## src/inc/cfg_pkg.sv

```systemverilog
package cfg_pkg;
    // Configuration mode codes on mode_select_pins
    typedef enum logic [2:0] {
        MODE_MASTER_SERIAL = 3'h0,
        MODE_RESERVED = 3'h1,
        MODE_EXPRESS = 3'h2,
        MODE_PERIPH_SYNC = 3'h3,
        MODE_MASTER_PAR_UP = 3'h4,
        MODE_PERIPH_ASYNC = 3'h5,
        MODE_MASTER_PAR_DOWN = 3'h6,
        MODE_SLAVE_SERIAL = 3'h7
    } cfg_mode_t;

    localparam int unsigned CLK_HZ = 40000000;
    localparam int unsigned ADDR_W = 18;
    localparam int unsigned DATA_W = 8;
    localparam logic [17:0] ADDR_UP_START = 18'h00000;
    localparam logic [17:0] ADDR_DOWN_START = 18'h3FFFF;
    // Extra master wait after init line returns high, microseconds
    localparam int unsigned MASTER_WAIT_MIN_US = 50;
    localparam int unsigned MASTER_WAIT_MAX_US = 250;
    localparam int unsigned MASTER_WAIT_CYC = (MASTER_WAIT_MIN_US * (CLK_HZ / 1000000));
    // Power stabilisation and memory clear time, cycles
    localparam int unsigned CLEAR_CYC = 64;
    // Internal configuration clock half period for master and asynchronous peripheral modes, cycles
    localparam int unsigned CONFIG_CLOCK_HALF_CYC = 20;
    localparam int unsigned FIFO_DEPTH = 8;
endpackage

```

## src/inc/cfg_stream_if.sv

```systemverilog
`timescale 1ns/100ps
// Byte stream between the loader and its buffer
interface cfg_stream_if #(parameter int W = 8) ();
    logic [W-1:0] data;
    logic valid;
    logic ready;
    modport src (output data, output valid, input ready);
    modport snk (input data, input valid, output ready);
endinterface

```

## src/verilog/byte_fifo.sv

```systemverilog
`timescale 1ns/100ps
module byte_fifo #(
    parameter int WIDTH = 8,
    parameter int DEPTH = 8
) (
    input wire logic i_clk, // System clock
    input wire logic i_rst_n, // Synchronous reset, active low
    input wire logic i_flush, // Drop all contents
    cfg_stream_if.snk wr, // Fill side
    cfg_stream_if.src rd, // Drain side
    output logic o_empty // No word held
);
    localparam int AW = $clog2(DEPTH);

    // Elaboration check: pointer wrap needs a power-of-two depth
    if (DEPTH < 2 || (1 << AW) != DEPTH) begin
        $error("byte_fifo depth must be a power of two");
    end

    logic [WIDTH-1:0] mem_ff [DEPTH];
    logic [AW:0] wp_ff;
    logic [AW:0] rp_ff;
    logic [WIDTH-1:0] dout_ff;
    logic dval_ff;
    wire full = (wp_ff[AW] != rp_ff[AW]) && (wp_ff[AW-1:0] == rp_ff[AW-1:0]);
    wire mem_empty = (wp_ff == rp_ff);
    wire push = wr.valid && !full;
    wire load = !mem_empty && (!dval_ff || rd.ready);

    // Handshakes
    assign wr.ready = !full;
    assign rd.valid = dval_ff;
    assign rd.data = dout_ff;
    assign o_empty = mem_empty && !dval_ff;

    // Storage
    always_ff @(posedge i_clk) begin
        if (push) begin
            mem_ff[wp_ff[AW-1:0]] <= wr.data;
        end
    end

    // Pointers and registered read data
    always_ff @(posedge i_clk) begin
        if (!i_rst_n || i_flush) begin
            wp_ff <= '0;
            rp_ff <= '0;
            dval_ff <= 1'b0;
            dout_ff <= '0;
        end else begin
            if (push) begin
                wp_ff <= wp_ff + 1'b1;
            end
            if (load) begin
                dout_ff <= mem_ff[rp_ff[AW-1:0]];
                rp_ff <= rp_ff + 1'b1;
                dval_ff <= 1'b1;
            end else if (rd.ready) begin
                dval_ff <= 1'b0;
            end
        end
    end
endmodule

```

## src/verilog/config_port_pin_logic.sv

```systemverilog
`timescale 1ns/100ps
// What this block does
// - High-during-configuration flag stays high until user I/O go active.
// - Low-during-configuration flag stays low until user I/O go active.
// - Init line pulled low during power stabilisation and memory clear.
// - Outside low on init line holds device in wait state.
// - Master modes wait a further 50 to 250 us after init rises.
// - Init line driven low to report a configuration data error.
// - Selected only while select_low_n low and select_high_enable high.
// - In peripheral modes, selected write strobe low loads data bus byte into buffer.
// - In asynchronous peripheral mode, selected read strobe low shows ready on bit 7, others high.
// - Write and read strobes together: write wins, read ignored.
// - Express mode uses select_high_enable as daisy-chain serial enable.
// - Master parallel drives 18-bit PROM address bus stepping through EPROM.
// - Parallel, peripheral and express modes accept eight-bit data bus.
// - Serial modes sample serial input on rising configuration clock edge.
// - Parallel modes use serial input pin as data bit zero.
// - Non-express modes shift data out on falling configuration clock edges.
// - Express mode serial output goes high for one cycle only, when loading completes, then returns low.
// - Without scan macro, scan functions disabled after configuration.
// - Mode chosen from three mode-select pins sampled before configuration.
// - Peripheral modes report ready when host may write next byte.
module config_port_pin_logic (
    input wire logic i_clk, // System clock, 40 MHz
    input wire logic i_rst_n, // Synchronous reset, active low
    input wire logic [2:0] i_mode_select_pins, // Mode code pins
    input wire logic i_config_clock, // External configuration clock pin
    input wire logic i_serial_din, // Serial data in, also data bit 0
    input wire logic [7:0] i_cfg_data_bus, // Byte-wide data in
    input wire logic i_select_low_n, // Active-low select
    input wire logic i_select_high_enable, // Active-high select / serial enable
    input wire logic i_write_strobe_n, // Write strobe, active low
    input wire logic i_read_strobe_n, // Read strobe, active low
    input wire logic i_init_n, // Init line level on the wire
    input wire logic i_data_error, // Frame checker saw bad data
    input wire logic i_load_done, // Frame loader has all its frames
    input wire logic i_scan_macro_used, // Loaded design holds scan macro
    output logic o_init_n_o, // Init line drive value (always 0)
    output logic o_init_n_oe, // Init line pull-low enable
    output logic o_config_active_high_flag, // High during configuration
    output logic o_config_active_low_flag, // Low during configuration
    output logic o_config_clock_o, // Master configuration clock out
    output logic o_config_clock_oe, // Configuration clock drive enable
    output logic [17:0] o_prom_addr_bus, // PROM address
    output logic o_prom_addr_oe, // PROM address drive enable
    output logic [7:0] o_cfg_data_bus_o, // Status read data
    output logic o_cfg_data_bus_oe, // Status read drive enable
    output logic o_ready_busy, // High when a byte may be written
    output logic o_serial_dout, // Serial out / downstream enable
    output logic o_cfg_bit, // Bit into the configuration path
    output logic o_cfg_bit_valid, // One-cycle strobe for o_cfg_bit
    output logic o_scan_enable, // Boundary scan functions enabled
    output logic o_user_io_active // Configuration finished
);
    typedef enum logic [2:0] {ST_CLEAR, ST_WAIT, ST_MWAIT, ST_CONFIG, ST_ERROR, ST_DONE} cfg_state_t;

    // ------------------------------------------------------------
    // Pin input synchronisers
    // ------------------------------------------------------------
    logic [2:0] config_clock_sy_ff;
    logic [2:0] init_sy_ff;
    logic [2:0] wr_sy_ff;
    logic [2:0] rd_sy_ff;
    logic [2:0] cs0_sy_ff;
    logic [2:0] cs1_sy_ff;
    logic [2:0] din_sy_ff;
    logic config_clock_q_ff;
    logic init_q_ff;
    logic wr_q_ff;
    logic rd_q_ff;
    logic cs0_q_ff;
    logic cs1_q_ff;
    logic din_q_ff;

    // Three stages; a level counts once stages two and three agree
    always_ff @(posedge i_clk) begin
        if (!i_rst_n) begin
            config_clock_sy_ff <= 3'h0;
            init_sy_ff <= 3'h7;
            wr_sy_ff <= 3'h7;
            rd_sy_ff <= 3'h7;
            cs0_sy_ff <= 3'h7;
            cs1_sy_ff <= 3'h0;
            din_sy_ff <= 3'h0;
        end else begin
            config_clock_sy_ff <= {config_clock_sy_ff[1:0], i_config_clock};
            init_sy_ff <= {init_sy_ff[1:0], i_init_n};
            wr_sy_ff <= {wr_sy_ff[1:0], i_write_strobe_n};
            rd_sy_ff <= {rd_sy_ff[1:0], i_read_strobe_n};
            cs0_sy_ff <= {cs0_sy_ff[1:0], i_select_low_n};
            cs1_sy_ff <= {cs1_sy_ff[1:0], i_select_high_enable};
            din_sy_ff <= {din_sy_ff[1:0], i_serial_din};
        end
    end

    // Filtered levels update only when the last two stages agree
    function automatic logic filt(input logic [2:0] s, input logic q);
        filt = (s[1] == s[2]) ? s[2] : q;
    endfunction

    always_ff @(posedge i_clk) begin
        if (!i_rst_n) begin
            config_clock_q_ff <= 1'b0;
            init_q_ff <= 1'b1;
            wr_q_ff <= 1'b1;
            rd_q_ff <= 1'b1;
            cs0_q_ff <= 1'b1;
            cs1_q_ff <= 1'b0;
            din_q_ff <= 1'b0;
        end else begin
            config_clock_q_ff <= filt(config_clock_sy_ff, config_clock_q_ff);
            init_q_ff <= filt(init_sy_ff, init_q_ff);
            wr_q_ff <= filt(wr_sy_ff, wr_q_ff);
            rd_q_ff <= filt(rd_sy_ff, rd_q_ff);
            cs0_q_ff <= filt(cs0_sy_ff, cs0_q_ff);
            cs1_q_ff <= filt(cs1_sy_ff, cs1_q_ff);
            din_q_ff <= filt(din_sy_ff, din_q_ff);
        end
    end

    // ------------------------------------------------------------
    // Mode and state
    // ------------------------------------------------------------
    cfg_state_t state_ff;
    cfg_state_t nxt_state;
    cfg_pkg::cfg_mode_t mode_ff;
    logic [15:0] cnt_ff;
    logic [15:0] nxt_cnt;

    wire is_master = (mode_ff == cfg_pkg::MODE_MASTER_SERIAL) || (mode_ff == cfg_pkg::MODE_MASTER_PAR_UP)
        || (mode_ff == cfg_pkg::MODE_MASTER_PAR_DOWN);
    wire is_mpar = (mode_ff == cfg_pkg::MODE_MASTER_PAR_UP) || (mode_ff == cfg_pkg::MODE_MASTER_PAR_DOWN);
    wire is_serial = (mode_ff == cfg_pkg::MODE_MASTER_SERIAL) || (mode_ff == cfg_pkg::MODE_SLAVE_SERIAL);
    wire is_express = (mode_ff == cfg_pkg::MODE_EXPRESS);
    wire is_periph = (mode_ff == cfg_pkg::MODE_PERIPH_SYNC) || (mode_ff == cfg_pkg::MODE_PERIPH_ASYNC);
    wire config_clock_internal = is_master || (mode_ff == cfg_pkg::MODE_PERIPH_ASYNC);
    wire configuring = (state_ff == ST_CONFIG) || (state_ff == ST_ERROR);
    wire done_st = (state_ff == ST_DONE);

    // Sequencing: clear, wait on init, master extra wait, configure
    always_comb begin
        nxt_state = state_ff;
        nxt_cnt = cnt_ff;
        case (state_ff)
            ST_CLEAR: begin
                nxt_cnt = cnt_ff + 16'h0001;
                if (cnt_ff == 16'(cfg_pkg::CLEAR_CYC - 1)) begin
                    nxt_state = ST_WAIT;
                    nxt_cnt = 16'h0000;
                end
            end
            ST_WAIT: begin
                if (init_q_ff) begin
                    nxt_state = is_master ? ST_MWAIT : ST_CONFIG;
                end
            end
            ST_MWAIT: begin
                nxt_cnt = cnt_ff + 16'h0001;
                if (!init_q_ff) begin
                    nxt_state = ST_WAIT;
                    nxt_cnt = 16'h0000;
                end else if (cnt_ff == 16'(cfg_pkg::MASTER_WAIT_CYC - 1)) begin
                    nxt_state = ST_CONFIG;
                    nxt_cnt = 16'h0000;
                end
            end
            ST_CONFIG: begin
                if (i_data_error) begin
                    nxt_state = ST_ERROR;
                end else if (i_load_done) begin
                    nxt_state = ST_DONE;
                end
            end
            ST_ERROR: nxt_state = ST_ERROR;
            ST_DONE: nxt_state = ST_DONE;
            default: nxt_state = ST_CLEAR;
        endcase
    end

    // State register; mode sampled before configuration starts
    always_ff @(posedge i_clk) begin
        if (!i_rst_n) begin
            state_ff <= ST_CLEAR;
            cnt_ff <= 16'h0000;
            mode_ff <= cfg_pkg::MODE_SLAVE_SERIAL;
        end else begin
            state_ff <= nxt_state;
            cnt_ff <= nxt_cnt;
            if (state_ff == ST_CLEAR || state_ff == ST_WAIT) begin
                mode_ff <= cfg_pkg::cfg_mode_t'(i_mode_select_pins);
            end
        end
    end

    // ------------------------------------------------------------
    // Configuration clock: internal divider or external edges
    // ------------------------------------------------------------
    logic [7:0] div_ff;
    logic icclk_ff;
    logic config_clock_prev_ff;
    wire div_wrap = (div_ff == 8'(cfg_pkg::CONFIG_CLOCK_HALF_CYC - 1));
    wire int_rise = configuring && config_clock_internal && div_wrap && !icclk_ff;
    wire int_fall = configuring && config_clock_internal && div_wrap && icclk_ff;
    wire ext_rise = configuring && !config_clock_internal && config_clock_q_ff && !config_clock_prev_ff;
    wire ext_fall = configuring && !config_clock_internal && !config_clock_q_ff && config_clock_prev_ff;
    wire config_clock_rise = int_rise || ext_rise;
    wire config_clock_fall = int_fall || ext_fall;

    always_ff @(posedge i_clk) begin
        if (!i_rst_n) begin
            div_ff <= 8'h00;
            icclk_ff <= 1'b0;
            config_clock_prev_ff <= 1'b0;
        end else begin
            config_clock_prev_ff <= config_clock_q_ff;
            div_ff <= div_wrap ? 8'h00 : div_ff + 8'h01;
            if (configuring && config_clock_internal && div_wrap) begin
                icclk_ff <= !icclk_ff;
            end
        end
    end

    assign o_config_clock_o = icclk_ff;
    assign o_config_clock_oe = configuring && config_clock_internal;

    // ------------------------------------------------------------
    // Host byte capture into the buffer
    // ------------------------------------------------------------
    cfg_stream_if #(.W(8)) fill ();
    cfg_stream_if #(.W(8)) drain ();
    logic fifo_empty;
    logic wr_prev_ff;
    logic [8:0] shreg_ff;
    logic [3:0] bits_ff;
    logic busy_ff;

    wire selected = !cs0_q_ff && cs1_q_ff;
    wire wr_fall = !wr_q_ff && wr_prev_ff;
    // Serial pin is data bit zero
    wire [7:0] par_byte = {i_cfg_data_bus[7:1], i_serial_din};
    // Selected write strobe loads a byte
    wire host_wr = configuring && is_periph && selected && wr_fall;
    // Express takes a byte per rising edge while enabled
    wire exp_wr = configuring && is_express && cs1_q_ff && config_clock_rise;
    // Master parallel fetches one byte per nine rising edges
    wire mpar_wr = configuring && is_mpar && config_clock_rise && (bits_ff == 4'h0);
    // Busy until buffered bytes are serialized
    wire ready = configuring && fifo_empty && !busy_ff && !bits_ff[3] && (bits_ff == 4'h0);

    assign fill.data = par_byte;
    assign fill.valid = host_wr || exp_wr || mpar_wr;

    always_ff @(posedge i_clk) begin
        if (!i_rst_n) begin
            wr_prev_ff <= 1'b1;
            busy_ff <= 1'b0;
        end else begin
            wr_prev_ff <= wr_q_ff;
            busy_ff <= fill.valid;
        end
    end

    byte_fifo #(.WIDTH(8), .DEPTH(cfg_pkg::FIFO_DEPTH)) u_fifo (
        .i_clk(i_clk),
        .i_rst_n(i_rst_n),
        .i_flush(done_st),
        .wr(fill),
        .rd(drain),
        .o_empty(fifo_empty)
    );

    // ------------------------------------------------------------
    // Serializer: one bit per rising configuration clock edge
    // ------------------------------------------------------------
    assign drain.ready = configuring && !is_serial && (bits_ff == 4'h0);

    always_ff @(posedge i_clk) begin
        if (!i_rst_n) begin
            shreg_ff <= 9'h000;
            bits_ff <= 4'h0;
        end else if (drain.valid && drain.ready) begin
            shreg_ff <= {1'b0, drain.data};
            bits_ff <= 4'h8;
        end else if (config_clock_rise && bits_ff != 4'h0) begin
            shreg_ff <= {1'b0, shreg_ff[8:1]};
            bits_ff <= bits_ff - 4'h1;
        end
    end

    // Serial modes sample input at rising edge
    assign o_cfg_bit = is_serial ? din_q_ff : shreg_ff[0];
    assign o_cfg_bit_valid = is_serial ? config_clock_rise : (config_clock_rise && bits_ff != 4'h0);

    // ------------------------------------------------------------
    // PROM address, serial out, status read
    // ------------------------------------------------------------
    logic [17:0] addr_ff;
    logic dout_ff;
    logic held_bit_ff;

    // Step PROM address per fetched byte
    always_ff @(posedge i_clk) begin
        if (!i_rst_n) begin
            addr_ff <= cfg_pkg::ADDR_UP_START;
        end else if (!configuring) begin
            addr_ff <= (mode_ff == cfg_pkg::MODE_MASTER_PAR_DOWN) ? cfg_pkg::ADDR_DOWN_START : cfg_pkg::ADDR_UP_START;
        end else if (mpar_wr) begin
            addr_ff <= (mode_ff == cfg_pkg::MODE_MASTER_PAR_DOWN) ? addr_ff - 18'h00001 : addr_ff + 18'h00001;
        end
    end

    // Output changes on falling edge; express drives enable
    always_ff @(posedge i_clk) begin
        if (!i_rst_n) begin
            held_bit_ff <= 1'b1;
            dout_ff <= 1'b1;
        end else begin
            if (o_cfg_bit_valid) begin
                held_bit_ff <= o_cfg_bit;
            end
            if (is_express) begin
                dout_ff <= configuring ? (i_load_done || done_st) : 1'b0;
            end else if (config_clock_fall) begin
                dout_ff <= held_bit_ff;
            end
        end
    end

    // Configuration pins released once user I/O active
    assign o_prom_addr_bus = addr_ff;
    assign o_prom_addr_oe = configuring && is_mpar;
    assign o_serial_dout = dout_ff;
    assign o_ready_busy = ready;
    assign o_cfg_data_bus_oe = configuring && (mode_ff == cfg_pkg::MODE_PERIPH_ASYNC) && selected
        && !rd_q_ff && wr_q_ff;
    assign o_cfg_data_bus_o = {ready, 7'h7F};

    // ------------------------------------------------------------
    // Flags and init line
    // ------------------------------------------------------------
    // Flags until user I/O active
    assign o_config_active_high_flag = !done_st;
    assign o_config_active_low_flag = done_st;
    assign o_user_io_active = done_st;
    // Pull init low while clearing or on error
    assign o_init_n_o = 1'b0;
    assign o_init_n_oe = (state_ff == ST_CLEAR) || (state_ff == ST_ERROR);
    // Scan disabled after configuration unless macro used
    assign o_scan_enable = !done_st || i_scan_macro_used;
endmodule

```

## config.mk

```make
export PLATFORM = sky130hd
export DESIGN_NAME = config_port_pin_logic
export DESIGN_NICKNAME = d
export VERILOG_FILES = /design/src/inc/cfg_pkg.sv /design/src/inc/cfg_stream_if.sv /design/src/verilog/byte_fifo.sv /design/src/verilog/config_port_pin_logic.sv
export SDC_FILE = /design/constraint.sdc
export NUM_CORES = 1
export LEC_CHECK = 0
export ABC_AREA = 1
export BUFFER_PORTS_ARGS = -buffer_cell sky130_fd_sc_hd__buf_4
export CORE_ASPECT_RATIO = 1.4
export CORE_MARGIN = 2
export CORE_UTILIZATION = 50
export DETAILED_ROUTE_END_ITERATION = 7
export HOLD_SLACK_MARGIN = 0.1
export PLACE_DENSITY_LB_ADDON = 0.12
export SLEW_MARGIN = 20
export SYNTH_ARGS = -nofsm -noshare
export SYNTH_HDL_FRONTEND = slang
export SYNTH_SLANG_ARGS = --single-unit
```

## constraint.sdc

```tcl
create_clock -name i_clk -period 3.46 [get_ports i_clk]
set_clock_uncertainty 0.1 [all_clocks]
set_input_delay 0.173 -clock i_clk [delete_from_list [all_inputs] [get_ports i_clk]]
set_output_delay 0.173 -clock i_clk [all_outputs]
set_load 0.02 [all_outputs]
```

==> results.ini <==
[yosys]
ys_seq_area_frac=0.5026
synth_edf_count=64
syn_avg_cell_area_sq_um=8.466
synth-async-reset-ratio=0
synth_ff_type=dfxtp_1
yosysWarnings=0
synth_area_sq_um=8245
synthDistinctLibCells=51
synth-seq-cells=175
synth_cells=974

[clock_tree]
path_clk_slew_ps=70
clk_latency_ps=440
cts_made_buffers=17
ctsHtreeMaxLevel=4
cts_sinks=175
cts_resized=0
clockBufferDepth=2
cts-root-buf=clkbuf_16
post_cts_buffers=0
cts_tree=yes

[critical_path]
crit_arrival_ps=2930
path_cells=nand3_2, nand2_2, inv_2, nor2_1, nand2_1, nand2_4, nand2_1, nand3_4, nand3_1, nor2_1
cp-start-kind=flip-flop
path_class=flip-flop to flip-flop
slowest_stage=nor2_1
worst-path-buf-inv=1
endpoint_kind=flip-flop
r2r_start=state_ff[0]$_SDFFE_PN0P_
required_ps=3420
cp_max_fo=13
cp_top_family=simple AND/OR/NAND/NOR gates
cpPeakStageDelay_ps=760
critPathLaunch=state_ff[0]$_SDFFE_PN0P_

[power]
leakage_nw=3.974
irDropWorstVdd_mv=0.3411
powerDensity_nw_per_um2=551.1

[timing]
setup_viol_count_final=0
maxSlewViolCount=0
post-route-min-period_ps=2969
setup_ws_ps=490.7
worstMarginPinSlew_ps=993.3
finalSetupTns_ps=0
fmax_mhz=336.8
final_hold_viol_count=0
min_period_over_period=0.8582
rsz0062_at_grt=no
max-slew-margin-rel=0.3353

[placed_design]
place_area_sq_um=8737
gp_congestion=0.8286
portBuffers=53
place_ws_ps=472.4
hpwlAfterDp_mm=12.04

[global_routing]
grt_pass1_wl_mm=29.38
grt_util_all_layers=0.2101
grt_max_degree=39
antenna_found_initial=0
grt_pass1_vias=6252
overflow=0

[drt]
drc=0
drtPass1Iterations=5
wl_per_cell_microns=13.99
wl_mm=17.55
drtAntennaViolNets=0
vias_per_cell=5.189
dr_total_vias=6507
drt_iter0_drc=410

[floorplanning]
initial_core_util=0.5099
die_h_microns=155.9
coreArea_sq_um=16170
die_area_sq_um=17550
die_w_microns=112.5
row_count=55
io_pins=63

[hold_path]
hold_path.class=input port to flip-flop
hold_start=i_load_done

[status]
status=finished, final reports clean

[job]
maxCapViolCount=0

[final_layout]
n_antenna_cell=0
syn_to_final_growth_pct=15.66
stdcell_area_sq_um=9537
drive_above_1_share=0.1422
fin_nets=1088

layout make-up:
cell class	instances	area (sq um)
clock buffer	17	425.4
clock inverter	15	173.9
fill	1518	6635
inverter	88	335.3
multi-input combinational	678	3543
sequential	175	4144
tap	199	249.0
timing repair buffer	82	665.6
layout by cell type (no fill, tap or decap), types with 4 or more instances in the layout:
cell,n
edfxtp_1,64
xor2_1,10
or2_2,19
dlygate4sd3_1,20
nand3_1,55
nor2_1,128
dfxtp_1,111
nand2_1,176
nand2_2,4
clkinv_8,4
clkbuf_16,17
xnor2_1,4
conb_1,8
o21ai_1,7
o21bai_1,5
o21ai_0,96
a31oi_1,8
a21oi_2,12
o22ai_1,16
inv_8,5
a21oi_1,61
inv_1,83
ha_1,22
nor3_1,7
inv_6,5
nand4_1,4
nor4_1,6
buf_4,62
flip-flops by register name, indices dropped and copies added (netlist names), 4 cells and up:
| name | flops |
|---|---|
| cnt_ff | 16 |
| bits_ff | 4 |
| u_fifo.rd.data | 8 |
| u_fifo.mem_ff | 64 |
| u_fifo.wp_ff | 4 |
| shreg_ff | 8 |
| o_prom_addr_bus | 18 |
| div_ff | 8 |
| u_fifo.rp_ff | 4 |
power breakdown:
part	leakage, nW	internal [mW]	switching, mW
logic	2.20	0.363	0.650
clock network	0.294	0.978	0.934
registers	1.48	2.24	0.0936
total	3.97	3.58	1.68
layer usage:
metal,part of all wire,up-vias,global-route usage
met5,0,-,0
met4,0.017,0,0.07549
met3,0.027,23,0.04002
met2,0.53,87,0.3867
met1,0.43,3010,0.2420
li1,-,3387,-
kinds of logic after synthesis:
family	after synthesis	synth area share
buffers and inverters	127	0.07041
adder cells (fa/ha/maj)	23	0.03581
XOR/XNOR	14	0.01487
AO/OA/AOI/OAI	213	0.1429
multiplexers	2	0.002580
AND/OR/NAND/NOR	418	0.2299
flip-flops	175	0.5026
other	2	0.0009108
metrics by stage:
step / hold WS (ps) / power, mW / utilization / std cells
5_1_grt: 143.5 / 5.540 / 0.5897 / 1254
3_3_place_gp: 260.1 / 3.364 / 0.5403 / 1202
6_report: 119.5 / 5.256 / 0.5897 / 1254
2_1_floorplan: 170.6 / 3.093 / - / 980
4_1_cts: 109.6 / 5.301 / 0.5897 / 1254
3_5_place_dp: 264.6 / 3.375 / 0.5403 / 1202
timing repair:
| action | in CTS | in global routing |
|---|---|---|
| hold buffers | 20 | 0 |
| endpoints found under the hold margin | 89 | 0 |
| endpoints found under the setup margin | 0 | 0 |
Yosys cell counts (all sizes together), types with 2 or more instances:
master	number	area, sq um
o21ai	104	524.3
nand4	5	46.29
inv	87	331.6
clkbuf	16	60.06
ha	22	275.3
nor4	6	37.54
nand3	60	340.3
nor2	131	509.2
xor2	10	87.58
nand2	186	779.5
buf	23	185.2
a21o	2	15.01
a21oi	73	410.4
nor3	7	35.03
dfxtp	111	2222
o22ai	16	100.1
or2	19	118.9
edfxtp	64	1922
conb	2	7.510
xnor2	4	35.03
a31oi	8	50.05
nor3b	3	22.52
o21bai	5	37.54
tightest hold or removal path, cell delays in order:
cell,delay (ps)
buf_4,110
inv_1,100
a21oi_1,90
o21ai_0,70
nand2_1,50
inv_1,40
path summary, 6_finish.rpt:
check	endpoint	slack, ps	cells after the start
setup / recovery	u_fifo.mem_ff[5][4]$_DFFE_PP_	490	10
hold / removal	state_ff[0]$_SDFFE_PN0P_	120	6
setup reg to reg	u_fifo.mem_ff[5][4]$_DFFE_PP_	490	10
hold reg to reg	cs0_sy_ff[1]$_SDFF_PN1_	310	1
Note: power is estimated with default switching activity, not from simulation.
